File: src/verilog/ucp_pkg.sv
// Constants and carrier types for the serial command port
// How it works
// - Both serial lines sit high whenever no character is in flight.
// - Each frame carries eight data bits, no parity and one stop bit.
// - After the data the sender holds the line high for at least one full bit time.
// - Each end times bits from its own clock, and both use the same bit rate.
// - Without reconfiguration the port runs at 9600 bit/s.
// - Low on the line is a zero bit and high is a one bit.
// - The receive pin is only an input and replies go out only on the transmit pin.
// - Serial commands are processed only while the serial/I2C/USB control mode is selected.
// - With the timeout enabled, a lapse in qualifying commands raises an error and stops the motor.
// - While an error stops the motor the red indicator is lit.
// - Compact-format commands carry no device number, so every device obeys them.
// - The error output is low normally and high while an error stops the motor.
package ucp_pkg;
   localparam int unsigned CLK_HZ        = 50_000_000;
   localparam int unsigned BAUD_DEFAULT  = 9600;
   localparam int unsigned OVERSAMPLE    = 16;
   localparam logic [15:0] OS_DIV        = 16'(CLK_HZ / (BAUD_DEFAULT * OVERSAMPLE));
   localparam logic [3:0]  OS_MID        = 4'h7;
   localparam logic [3:0]  OS_LAST       = 4'hf;
   localparam logic [2:0]  BIT_LAST      = 3'h7;
   localparam int unsigned TIMEOUT_MS    = 1000;
   localparam int unsigned TIMEOUT_CYC   = CLK_HZ / 1000 * TIMEOUT_MS;
   localparam int unsigned FIFO_DEPTH    = 8;
   localparam int unsigned DATA_W        = 8;
   localparam logic        LINE_IDLE     = 1'b1;
   localparam logic        START_LVL     = 1'b0;
   localparam logic [1:0]  MODE_SERIAL   = 2'h0;

   typedef enum logic [1:0] {
      UCP_IDLE  = 2'b00,
      UCP_START = 2'b01,
      UCP_DATA  = 2'b10,
      UCP_STOP  = 2'b11
   } ucp_state_e;

   typedef struct packed {
      logic [7:0] data;
   } ucp_byte_s;
endpackage

File: src/verilog/ucp_fifo.sv
// Small flip-flop FIFO with valid/ready on both sides
`timescale 1ns/10ps
module ucp_fifo #(
   parameter int unsigned WIDTH = 8,
   parameter int unsigned DEPTH = 8
) (
   input  wire logic             clock,
   input  wire logic             arst_n,
   input  wire logic [WIDTH-1:0] in_data,
   input  wire logic             in_valid,
   output logic                  in_ready,
   output logic [WIDTH-1:0]      out_data,
   output logic                  out_valid,
   input  wire logic             out_ready
);
   localparam int unsigned AW = $clog2(DEPTH);
   logic [WIDTH-1:0] mem_r [DEPTH];
   logic [AW-1:0]    wptr_r;
   logic [AW-1:0]    rptr_r;
   logic [AW:0]      count_r;
   logic             push;
   logic             pop;

   assign in_ready  = (count_r != (AW+1)'(DEPTH));
   assign out_valid = (count_r != '0);
   assign push      = in_valid && in_ready;
   assign pop       = out_valid && out_ready;
   assign out_data  = mem_r[rptr_r];

   always_ff @(posedge clock)
   begin
      if (push)
      begin
         mem_r[wptr_r] <= in_data;
      end
   end

   always_ff @(posedge clock or negedge arst_n)
   begin
      if (!arst_n)
      begin
         wptr_r  <= '0;
         rptr_r  <= '0;
         count_r <= '0;
      end
      else
      begin
         if (push)
         begin
            wptr_r <= (wptr_r == AW'(DEPTH-1)) ? '0 : wptr_r + 1'b1;
         end
         if (pop)
         begin
            rptr_r <= (rptr_r == AW'(DEPTH-1)) ? '0 : rptr_r + 1'b1;
         end
         count_r <= count_r + (AW+1)'(push) - (AW+1)'(pop);
      end
   end
endmodule

File: src/verilog/ucp_port.sv
// Serial command port: 8-N-1 receiver, transmitter, receive FIFO, command timeout
`timescale 1ns/10ps
module ucp_port #(
   parameter int unsigned TIMEOUT_CYCLES = ucp_pkg::TIMEOUT_CYC
) (
   input  wire logic             clock,
   input  wire logic             arst_n,
   input  wire logic             rx_pin,
   output logic                  tx_pin,
   input  wire logic [1:0]       control_mode,
   input  wire logic             timeout_enable,
   input  wire logic             timeout_kick,
   input  wire logic             other_error,
   output ucp_pkg::ucp_byte_s    cmd_byte,
   output logic                  cmd_valid,
   input  wire logic             cmd_ready,
   output logic                  frame_error,
   input  ucp_pkg::ucp_byte_s    reply_byte,
   input  wire logic             reply_valid,
   output logic                  reply_ready,
   output logic                  timeout_error,
   output logic                  motor_stop,
   output logic                  error_out,
   output logic                  red_led
);
   // Oversample tick; both directions share it
   logic [15:0] os_cnt_r;
   logic        os_tick;
   always_ff @(posedge clock or negedge arst_n)
   begin
      if (!arst_n)
         os_cnt_r <= '0;
      else
         os_cnt_r <= os_tick ? '0 : os_cnt_r + 16'h1;
   end
   assign os_tick = (os_cnt_r == ucp_pkg::OS_DIV - 16'h1);

   // Receiver; rx_pin is only ever read
   ucp_pkg::ucp_state_e rx_st_r;
   logic [3:0] rx_os_r;
   logic [2:0] rx_bit_r;
   logic [7:0] rx_sh_r;
   logic       rx_push_r;
   logic [7:0] rx_data_r;
   logic       fe_r;
   logic       fifo_in_ready;
   logic       serial_on;
   assign serial_on = (control_mode == ucp_pkg::MODE_SERIAL);

   always_ff @(posedge clock or negedge arst_n)
   begin
      if (!arst_n)
      begin
         rx_st_r   <= ucp_pkg::UCP_IDLE;
         rx_os_r   <= '0;
         rx_bit_r  <= '0;
         rx_sh_r   <= '0;
         rx_push_r <= 1'b0;
         rx_data_r <= '0;
         fe_r      <= 1'b0;
      end
      else
      begin
         rx_push_r <= 1'b0;
         fe_r      <= 1'b0;
         if (os_tick)
         begin
            case (rx_st_r)
               ucp_pkg::UCP_IDLE:
               begin
                  rx_os_r <= '0;
                  if (rx_pin == ucp_pkg::START_LVL && serial_on)
                     rx_st_r <= ucp_pkg::UCP_START;
               end
               ucp_pkg::UCP_START:
               begin
                  rx_os_r <= rx_os_r + 4'h1;
                  if (rx_os_r == ucp_pkg::OS_MID)
                  begin
                     rx_os_r  <= '0;
                     rx_bit_r <= '0;
                     // Glitch shorter than half a bit is not a start
                     rx_st_r  <= (rx_pin == ucp_pkg::START_LVL) ? ucp_pkg::UCP_DATA
                                                                : ucp_pkg::UCP_IDLE;
                  end
               end
               ucp_pkg::UCP_DATA:
               begin
                  rx_os_r <= rx_os_r + 4'h1;
                  if (rx_os_r == ucp_pkg::OS_LAST)
                  begin
                     rx_sh_r  <= {rx_pin, rx_sh_r[7:1]};
                     rx_bit_r <= rx_bit_r + 3'h1;
                     if (rx_bit_r == ucp_pkg::BIT_LAST)
                        rx_st_r <= ucp_pkg::UCP_STOP;
                  end
               end
               ucp_pkg::UCP_STOP:
               begin
                  rx_os_r <= rx_os_r + 4'h1;
                  if (rx_os_r == ucp_pkg::OS_LAST)
                  begin
                     rx_st_r <= ucp_pkg::UCP_IDLE;
                     if (rx_pin == ucp_pkg::LINE_IDLE)
                     begin
                        // Full FIFO drops the byte; host must pace its commands
                        rx_push_r <= fifo_in_ready;
                        rx_data_r <= rx_sh_r;
                     end
                     else
                        fe_r <= 1'b1;
                  end
               end
               default: rx_st_r <= ucp_pkg::UCP_IDLE;
            endcase
         end
      end
   end
   assign frame_error = fe_r;

   // Every byte begun in serial mode with a good stop bit that finds room in the FIFO goes to the command decoder regardless of address
   logic [7:0] fifo_out;
   ucp_fifo #(
      .WIDTH (ucp_pkg::DATA_W),
      .DEPTH (ucp_pkg::FIFO_DEPTH)
   ) u_rx_fifo (
      .clock     (clock),
      .arst_n    (arst_n),
      .in_data   (rx_data_r),
      .in_valid  (rx_push_r),
      .in_ready  (fifo_in_ready),
      .out_data  (fifo_out),
      .out_valid (cmd_valid),
      .out_ready (cmd_ready)
   );
   assign cmd_byte.data = fifo_out;

   // Transmitter: 10-bit frame shifted out LSB first
   logic [9:0] tx_sh_r;
   logic [3:0] tx_bits_r;
   logic [3:0] tx_os_r;
   assign reply_ready = (tx_bits_r == '0);
   always_ff @(posedge clock or negedge arst_n)
   begin
      if (!arst_n)
      begin
         tx_sh_r   <= '1;
         tx_bits_r <= '0;
         tx_os_r   <= '0;
      end
      else if (reply_valid && reply_ready)
      begin
         tx_sh_r   <= {ucp_pkg::LINE_IDLE, reply_byte.data, ucp_pkg::START_LVL};
         tx_bits_r <= 4'ha;
         tx_os_r   <= '0;
      end
      else if (os_tick && tx_bits_r != '0)
      begin
         tx_os_r <= tx_os_r + 4'h1;
         if (tx_os_r == ucp_pkg::OS_LAST)
         begin
            tx_sh_r   <= {ucp_pkg::LINE_IDLE, tx_sh_r[9:1]};
            tx_bits_r <= tx_bits_r - 4'h1;
         end
      end
   end
   assign tx_pin = tx_sh_r[0];

   // Command timeout; a kick within the limit keeps motion going
   logic [31:0] to_cnt_r;
   logic        to_err_r;
   always_ff @(posedge clock or negedge arst_n)
   begin
      if (!arst_n)
      begin
         to_cnt_r <= '0;
         to_err_r <= 1'b0;
      end
      else if (!timeout_enable || timeout_kick)
      begin
         to_cnt_r <= '0;
         to_err_r <= 1'b0;
      end
      else if (to_cnt_r == 32'(TIMEOUT_CYCLES - 1))
         to_err_r <= 1'b1;
      else
         to_cnt_r <= to_cnt_r + 32'h1;
   end
   assign timeout_error = to_err_r;
   assign motor_stop    = to_err_r || other_error;
   assign error_out     = motor_stop;
   assign red_led       = motor_stop;
endmodule

File: config.mk
export PLATFORM = sky130hd
export DESIGN_NAME = ucp_port
export DESIGN_NICKNAME = d
export VERILOG_FILES = /design/src/verilog/ucp_pkg.sv /design/src/verilog/ucp_fifo.sv /design/src/verilog/ucp_port.sv
export SDC_FILE = /design/constraint.sdc
export NUM_CORES = 1
export LEC_CHECK = 0
export ABC_AREA = 1
export BUFFER_PORTS_ARGS = -buffer_cell sky130_fd_sc_hd__buf_2
export CAP_MARGIN = 20
export CORE_MARGIN = 4
export CORE_UTILIZATION = 53
export DETAILED_ROUTE_END_ITERATION = 8
export PLACE_DENSITY = 0.7
export SLEW_MARGIN = 20
export SYNTH_ARGS = -nofsm -noshare
export SYNTH_HDL_FRONTEND = slang
export SYNTH_SLANG_ARGS = --single-unit
File: constraint.sdc
create_clock -name clock -period 2.6 [get_ports clock]
set_clock_uncertainty 0.05 [all_clocks]
set_input_delay 0.13 -clock clock [delete_from_list [all_inputs] [get_ports clock]]
set_output_delay 0.13 -clock clock [all_outputs]
set_load 0.05 [all_outputs]
==> results.json, run 1 <==
{
  "dieWidth_um": 133,
  "num_rows": 45,
  "antenna_found_initial": 0,
  "period_share_pct": 86.5,
  "gp_congestion": 0.875,
  "required_ps": 2420,
  "drt_pass1_iterations": 5,
  "drt-initial-drc-count": 522,
  "grt_first_pass_wirelength_um": 28400,
  "vias": 6272,
  "grt_max_degree": 50,
  "instances_no_fill": 1225,
  "ys.flop_type": "dfrtp_1",
  "clkPwrFrac_pct": 35.9,
  "ys_top_cells_by_area": "dfrtp_1, edfxtp_1, nand2_1, nor2_1, nand3_1",
  "p_comb_share_pct": 22.9,
  "synthSimpleGateAreaFrac_pct": 26.8,
  "swShare_pct": 33.0,
  "critPathKind": "reg2out",
  "nets": 1038,
  "drv_slew": 0,
  "synth-edff-count": 64,
  "clkSinkCount": 167,
  "p_leak_nw": 4.05,
  "seq_area_frac_synth_pct": 54.6,
  "synth-seq-cells": 167,
  "synth-compound-area-share_pct": 5.60,
  "crit_buf_inv": 2,
  "port_buffers": 33,
  "worstSetupEndpointType": "primary output",
  "drive_gt1_share_pct": 11.6,
  "hold_buffers": 11,
  "slowest_stage": "dfrtp_1",
  "synth-xor-area-share_pct": 2.12,
  "crit_fanout": 17,
  "startpoint_type": "register",
  "crit_family": "buffers and inverters",
  "ant_nets": 0,
  "vias_per_cell": 5.12,
  "grt_pass1_vias": 5875,
  "p_int_w": 0.00482,
  "setup_violations": 0,
  "grt_overflow": 0,
  "path_cells": "buf_4 -> o21ai_0 -> o22ai_1 -> nand2_1 -> nand2_1 -> buf_2",
  "timing.slew.headroom_pct": 54.2,
  "routedWlPerCell_um": 13.3,
  "worst-slew-pin-transition_ps": 687,
  "seqPwrFrac_pct": 41.2,
  "pin_count": 34,
  "start_util_pct": 54.2,
  "ctsResizeCount": 0,
  "die_h_um": 133,
  "min_period_ps": 2250,
  "tns_ps": 0,
  "insertion_delay_ps": 430,
  "drc": 0,
  "dp_hpwl_um": 11400,
  "fp.coreArea_um2": 15300,
  "yosysWarnings": 0,
  "crit_top_cell": "nand2_1",
  "fin_total_pwr_w": 0.00719,
  "ys_async_sr_fraction_pct": 61.7,
  "hold_viol": 0,
  "yosysUniqueCellTypes": 39,
  "drt_wl_total_um": 16300,
  "syn-num-nets": 985,
  "slowest_delay_ps": 580,
  "fmax_mhz": 445,
  "synth-adder-area-share_pct": 2.97,
  "h-tree-depth": 4,
  "netlist.area_leader.share_pct": 28.5,
  "grt_setup_unrepaired": "no",
  "dieArea_um2": 17700,
  "yosys.area.top_type": "dfrtp_1",
  "timing.final.ws_setup_ps": 352,
  "area_growth_pct": 13.7,
  "path_clk_slew_ps": 70,
  "antennaDiodeCount": 0,
  "place_inst": 1182,
  "clock_path_buffers": 2,
  "netlist_instances": 948,
  "nFillCells": 1311,
  "net-switching-power_w": 0.00238,
  "ir_drop_mv": 0.553,
  "outcome": "completed",
  "postSynthAreaPerCell_um2": 8.72,
  "cts-root-buf": "clkbuf_16",
  "dp_slack_ps": 458,
  "drv_cap": 0,
  "post_cts_buffers": 0,
  "power_density_nw_per_um2": 766,
  "muxShareOfSynthArea_pct": 2.06,
  "synth_top_family_by_area": "simple AND/OR/NAND/NOR gates",
  "syn-cell-area_um2": 8260,
  "tritoncts": "yes",
  "holdCritPathClass": "in2reg",
  "numCtsBuffers": 17,
  "worstPathArrival_ps": 2070,
  "track_usage_pct": 19.7
}
[tightest hold or removal path, delay by kind of cell]
family	cells	cell delay (ps)
AND/OR/NAND/NOR	5	330
buffers and inverters	1	80
[layout make-up]
class                           instances  area, um^2  share of cell area, %
Multi-Input combinational cell        665        3270                   34.8
Sequential cell                       167        4510                   48.0
Tap cell                              211         264                   2.81
Timing Repair Buffer                   57         388                   4.13
Inverter                               93         350                   3.73
Clock buffer                           17         425                   4.53
Clock inverter                         15         184                   1.96
[worst paths after layout]
check | start | endpoint | slack, ps | cells past startpoint
max | u_rx_fifo.rptr_r[0] | cmd_byte[7] | 350 | 6
min | control_mode[0] | rx_st_r[0] | 100 | 6
max reg2reg | u_rx_fifo.count_r[1] | u_rx_fifo.count_r[2] | 450 | 10
min reg2reg | rx_bit_r[1] | rx_bit_r[1] | 430 | 2
max in group asynchronous | arst_n | u_rx_fifo.rptr_r[2] | 1550 | 3
min in group asynchronous | arst_n | to_cnt_r[0] | 200 | 2
[through the flow]
step | util (%) | hold WS (ps) | cell area (um^2)
after floorplan | - | -216 | 8260
after global placement | 56.9 | 134 | 8670
after detailed placement | 56.9 | 143 | 8670
after CTS | 61.6 | 77.4 | 9390
after global routing | 61.6 | 131 | 9390
final | 61.6 | 95.1 | 9390
[synth_stat cells (3+ instances only)]
cell / count
nand3_1: 82
dfstp_2: 9
inv_2: 3
o21ai_0: 35
o21ai_2: 8
clkbuf_1: 10
o21ai_1: 7
edfxtp_1: 64
nand2_2: 4
nand2_1: 255
nor2_1: 149
nor2_4: 3
xnor2_1: 5
inv_1: 87
buf_2: 8
nor3_1: 7
xor2_1: 15
nand3b_1: 4
nand4_1: 7
or2_2: 7
a21oi_1: 12
dfrtp_1: 94
o22ai_1: 16
ha_1: 18
mux2i_1: 17
buf_4: 3
nand2_4: 3
[routing by layer]
layer	up-vias	global-route usage, %	part of all wire (%)
met5	-	0	0
met4	0	5.95	1.3
met3	21	4.11	4.3
met2	144	29.7	45
met1	2912	28.8	50
li1	3195	-	-
[cell families after synthesis]
group                      Yosys count
and+or+nand+nor                    528
DFF                                167
buffers and inverters              116
AOI/OAI and AO/OA                   81
xor gates and xnor gates            20
adders and majority gates           19
muxes                               17
[flip-flops by register name, summed over array words and instances, names as in the netlist, named ones only]
signal,cells
u_rx_fifo.mem_r,64
to_cnt_r,32
os_cnt_r,16
tx_sh_r,9
rx_data_r,8
rx_sh_r,8
rx_os_r,4
tx_bits_r,4
tx_os_r,4
u_rx_fifo.count_r,4
rx_bit_r,3
u_rx_fifo.rptr_r,3
u_rx_fifo.wptr_r,3
frame_error,1
rx_push_r,1
rx_st_r,1
timeout_error,1
[cells in the final DEF, fill, tap and decap left out, types with 5 or more instances in the layout]
| master | instances |
|---|---|
| nand2_1 | 255 |
| nor2_1 | 149 |
| dfrtp_1 | 94 |
| inv_1 | 87 |
| nand3_1 | 82 |
| edfxtp_1 | 64 |
| o21ai_0 | 35 |
| buf_2 | 32 |
| ha_1 | 18 |
| mux2i_1 | 17 |
| clkbuf_16 | 17 |
| o22ai_1 | 16 |
| xor2_1 | 15 |
| buf_4 | 13 |
| a21oi_1 | 12 |
| dlygate4sd3_1 | 11 |
| dfstp_2 | 9 |
| o21ai_2 | 8 |
| nor3_1 | 7 |
| or2_2 | 7 |
| nand4_1 | 7 |
| o21ai_1 | 7 |
| xnor2_1 | 5 |
[power groups by stage]
stage               Combinational [W]  Sequential (W)  Clock (W)
floorplan                     0.00130         0.00297          0
global placement              0.00162         0.00301          0
detailed placement            0.00165         0.00302          0
CTS                           0.00167         0.00297    0.00264
global route                  0.00183         0.00298    0.00273
finish                        0.00165         0.00297    0.00258
Note: power is estimated with default switching activity, not from simulation.
==> run 2: changes to the inputs <==
Settings changed: MAX_ROUTING_LAYER from default to met4.
==> results.json, run 2 (same netlist as run 1, synthesis figures left out) <==
{
  "startpoint_type": "register",
  "nets": 1038,
  "fmax_mhz": 444,
  "pin_count": 34,
  "holdCritPathClass": "in2reg",
  "p_leak_nw": 4.05,
  "power_density_nw_per_um2": 766,
  "routedWlPerCell_um": 13.3,
  "ctsResizeCount": 0,
  "h-tree-depth": 4,
  "final_common_cell": "nand2_1",
  "drc": 0,
  "timing.final.ws_setup_ps": 349,
  "drt_wl_total_um": 16300,
  "regMostFlops": "u_rx_fifo.mem_r",
  "antennaDiodeCount": 0,
  "worst-slew-pin-transition_ps": 681,
  "cts-root-buf": "clkbuf_16",
  "timing.slew.headroom_pct": 54.4,
  "dr_wl_met2_um": 7260,
  "crit_family": "buffers and inverters",
  "tns_ps": 0,
  "hold_viol": 0,
  "vias_per_cell": 5.11,
  "grt_first_pass_wirelength_um": 28500,
  "die_h_um": 133,
  "setup_violations": 0,
  "ant_nets": 0,
  "slowest_stage": "dfrtp_1",
  "min_period_ps": 2250,
  "grt_setup_unrepaired": "no",
  "worstPathArrival_ps": 2070,
  "drt-initial-drc-count": 519,
  "required_ps": 2420,
  "num_rows": 45,
  "worstHoldStart": "control_mode[0]",
  "largestRegisters": "u_rx_fifo.mem_r: 64 flops, to_cnt_r: 32 flops, os_cnt_r: 16 flops",
  "r2r-start": "u_rx_fifo.count_r[1]",
  "dp_hpwl_um": 11400,
  "rrSetupSlack_ps": 450,
  "grt_pass1_vias": 5857,
  "area_growth_pct": 13.7,
  "numCtsBuffers": 17,
  "fin_total_pwr_w": 0.00720,
  "grt_max_degree": 50,
  "slowest_delay_ps": 580,
  "dp_slack_ps": 458,
  "instances_no_fill": 1225,
  "worstSetupEndpointType": "primary output",
  "drv_slew": 0,
  "mostFrequentLayoutCells": "nand2_1, nor2_1, dfrtp_1",
  "wl_met1_um": 8140,
  "insertion_delay_ps": 430,
  "place_inst": 1182,
  "path_clk_slew_ps": 70,
  "crit_top_cell": "nand2_1",
  "antenna_found_initial": 0,
  "critPathLaunch": "u_rx_fifo.rptr_r[0]",
  "dieArea_um2": 17700,
  "drt_pass1_iterations": 5,
  "top_layer": "met4",
  "tritoncts": "yes",
  "fp.coreArea_um2": 15300,
  "clkSinkCount": 167,
  "drive_gt1_share_pct": 11.6,
  "largest_register_ffs": 64,
  "wl_met3_um": 719,
  "critPathKind": "reg2out",
  "clock_path_buffers": 2,
  "path_cells": "buf_4 -> o21ai_0 -> o22ai_1 -> nand2_1 -> nand2_1 -> buf_2",
  "gp_congestion": 0.889,
  "grt_overflow": 0,
  "track_usage_pct": 20.3,
  "start_util_pct": 54.2,
  "dieWidth_um": 133,
  "period_share_pct": 86.6,
  "crit_fanout": 17,
  "ir_drop_mv": 0.552,
  "port_buffers": 33,
  "drv_cap": 0,
  "outcome": "completed",
  "fin_util_pct": 61.6,
  "crit_buf_inv": 2,
  "vias": 6264
}
## run 2: cell counts in the layout (fill, tap and decap cells not counted)
Identical to the previous run, type by type.
## run 2: routing by layer
layer | up-vias | track usage (%)
met5 | - | -
li1 | 3197 | -
met1 | 2918 | 28.7
met3 | 16 | 4.49
met2 | 133 | 29.7
met4 | 0 | 5.25
## run 2: final timing paths
check                                        to  cells past startpoint
setup / recovery                    cmd_byte[7]                      6
hold / removal                       rx_st_r[0]                      6
setup reg to reg           u_rx_fifo.count_r[2]                     10
hold reg to reg                     rx_bit_r[1]                      2
max in group asynchronous   u_rx_fifo.rptr_r[2]                      3
min in group asynchronous           to_cnt_r[0]                      2
## run 2: cell type report
cell class,instances,area [um^2]
fillers,1311,5860
flip-flops and latches,167,4510
multi-input cells,665,3270
clock buffers,17,425
repair buffers,57,388
inverters,93,350
well taps,211,264
clock inverters,15,184
## run 2: worst reg2reg max path, stage by stage, from the launching register on
cell and delay [ps]:
dfrtp_1 440, nor2_1 200, nand2_1 90, nand2_1 80, inv_1 100, ha_1 300
inv_1 60, ha_1 170, inv_1 60, fa_1 370, xnor2_1 140
## run 2: report_power, final
group / total, W / switching (W) / internal, W
sequential: 0.00297 / 0.000108 / 0.00286
clock: 0.00258 / 0.00113 / 0.00145
combinational: 0.00165 / 0.00114 / 0.000505
## run 2: repair_timing
item	4_1_cts	5_1_grt
hold buffers	11	0
buffers inserted	0	0
endpoints found under the hold margin	58	0
## run 2: metrics by stage
stage,instance area (um^2),hold slack (ps)
floorplan,8260,-216
global placement,8670,134
detailed placement,8670,143
CTS,9390,77.4
global route,9390,124
finish,9390,95.2
==> run 3: changes to the inputs <==
--- a/constraint.sdc
+++ b/constraint.sdc
@@ -3,3 +3,3 @@
 set_input_delay 0.13 -clock clock [delete_from_list [all_inputs] [get_ports clock]]
 set_output_delay 0.13 -clock clock [all_outputs]
-set_load 0.05 [all_outputs]
+set_load 0.1 [all_outputs]
==> results.json, run 3 (same netlist as run 1, synthesis figures left out) <==
{
  "antennaDiodeCount": 0,
  "clkSinkCount": 167,
  "crit_fanout": 35,
  "dp_slack_ps": 469,
  "num_rows": 45,
  "startpoint_type": "register",
  "antenna_found_initial": 0,
  "slowest_stage": "buf_2",
  "grt_overflow": 0,
  "outcome": "completed",
  "regArea_um2": 4510,
  "dieArea_um2": 17700,
  "drc": 0,
  "swShare_pct": 36.9,
  "start_util_pct": 54.2,
  "fmax_mhz": 442,
  "path_cells": "buf_12 -> clkinv_1 -> buf_4 -> nor2_1 -> o22ai_1 -> nand2_1 -> nand2_1 -> buf_2",
  "ir_drop_mv": 0.602,
  "timing.slew.headroom_pct": 54.6,
  "worst-slew-pin-transition_ps": 681,
  "dieWidth_um": 133,
  "p_comb_share_pct": 28.2,
  "clkPwrFrac_pct": 32.4,
  "gp_congestion": 0.897,
  "drt_pass1_iterations": 5,
  "vias": 6227,
  "slowest_delay_ps": 420,
  "cts-root-buf": "clkbuf_16",
  "tritoncts": "yes",
  "grt_setup_unrepaired": "no",
  "drv_cap": 0,
  "worstSetupEndpointType": "primary output",
  "worstPathArrival_ps": 2080,
  "nFillCells": 1315,
  "h-tree-depth": 4,
  "largest_register_ffs": 64,
  "ant_nets": 0,
  "drt_wl_total_um": 16200,
  "track_usage_pct": 20.0,
  "area_growth_pct": 13.7,
  "grt_first_pass_wirelength_um": 27900,
  "setup_violations": 0,
  "routedWlPerCell_um": 13.2,
  "place_inst": 1186,
  "p_leak_nw": 4.06,
  "regMostFlops": "u_rx_fifo.mem_r",
  "pin_count": 34,
  "rrSetupSlack_ps": 450,
  "port_buffers": 33,
  "clock_path_buffers": 2,
  "p_int_w": 0.00472,
  "insertion_delay_ps": 430,
  "seqPwrFrac_pct": 39.4,
  "min_period_ps": 2260,
  "fin_total_pwr_w": 0.00749,
  "crit_top_cell": "nand2_1",
  "path_clk_slew_ps": 70,
  "tns_ps": 0,
  "drv_slew": 0,
  "multiInputGateArea_um2": 3270,
  "dp_hpwl_um": 11400,
  "die_h_um": 133,
  "timing.final.ws_setup_ps": 339,
  "grt_pass1_vias": 5994,
  "numCtsBuffers": 17,
  "largestRegisters": "u_rx_fifo.mem_r: 64 flops, to_cnt_r: 32 flops, os_cnt_r: 16 flops",
  "required_ps": 2420,
  "power_density_nw_per_um2": 797,
  "mostFrequentLayoutCells": "nand2_1, nor2_1, dfrtp_1",
  "drive_gt1_share_pct": 11.9,
  "drt-initial-drc-count": 400,
  "instances_no_fill": 1229,
  "hold_ws_ps": 88.1,
  "vias_per_cell": 5.07,
  "fp.coreArea_um2": 15300,
  "critPathKind": "reg2out",
  "holdCritPathClass": "in2reg",
  "net-switching-power_w": 0.00276,
  "period_share_pct": 86.9,
  "nets": 1042,
  "grt_max_degree": 50,
  "hold_viol": 0,
  "ctsResizeCount": 0,
  "final_common_cell": "nand2_1"
}
[run 3: final timing paths]
check                                  endpoint  depth (start not counted)                  from
hold / removal                     to_cnt_r[21]                          5          timeout_kick
max in group asynchronous          rx_data_r[1]                          3                arst_n
hold reg to reg                     rx_bit_r[1]                          2           rx_bit_r[1]
setup / recovery                    cmd_byte[7]                          8   u_rx_fifo.rptr_r[0]
min in group asynchronous           to_cnt_r[0]                          2                arst_n
setup reg to reg           u_rx_fifo.count_r[2]                         10  u_rx_fifo.count_r[1]
[run 3: per-layer routing]
metal	GRT usage [%]	vias to the layer above	share of wire, %
li1	-	3199	-
met1	27.3	2869	49
met2	30.1	137	45
met3	4.64	22	4.7
met4	5.60	0	1.1
met5	-	-	0
[run 3: repair_timing]
item | CTS | global route
buffers inserted | 0 | 0
hold buffers | 11 | 0
endpoints found under the hold margin | 59 | 0
[run 3: layout make-up]
cell class | instances | area share (%)
Timing Repair Buffer | 61 | 4.58
Multi-Input combinational cell | 665 | 34.8
Clock inverter | 14 | 1.46
Clock buffer | 18 | 4.57
Inverter | 93 | 3.73
Tap cell | 211 | 2.81
Sequential cell | 167 | 48.0
[run 3: power groups by stage]
stage          registers (W)  clock network (W)  logic [W]
2_1_floorplan        0.00297                  0    0.00172
3_3_place_gp         0.00299                  0    0.00209
3_5_place_dp         0.00300                  0    0.00212
4_1_cts              0.00295            0.00247    0.00214
5_1_grt              0.00296            0.00259    0.00230
6_report             0.00295            0.00243    0.00211
[run 3: critical path, delay by kind of cell, from the launching register on]
kind                   cells  cell delay, ps
AO/OA/AOI/OAI              1             190
AND/OR/NAND/NOR            3             190
flip-flops                 1             400
buffers and inverters      4             850
[run 3: metrics by stage]
step / area [um^2] / utilization, %
after floorplan: 8270 / -
after global placement: 8720 / 57.1
after detailed placement: 8720 / 57.1
after CTS: 9400 / 61.6
after global routing: 9400 / 61.6
final: 9400 / 61.6
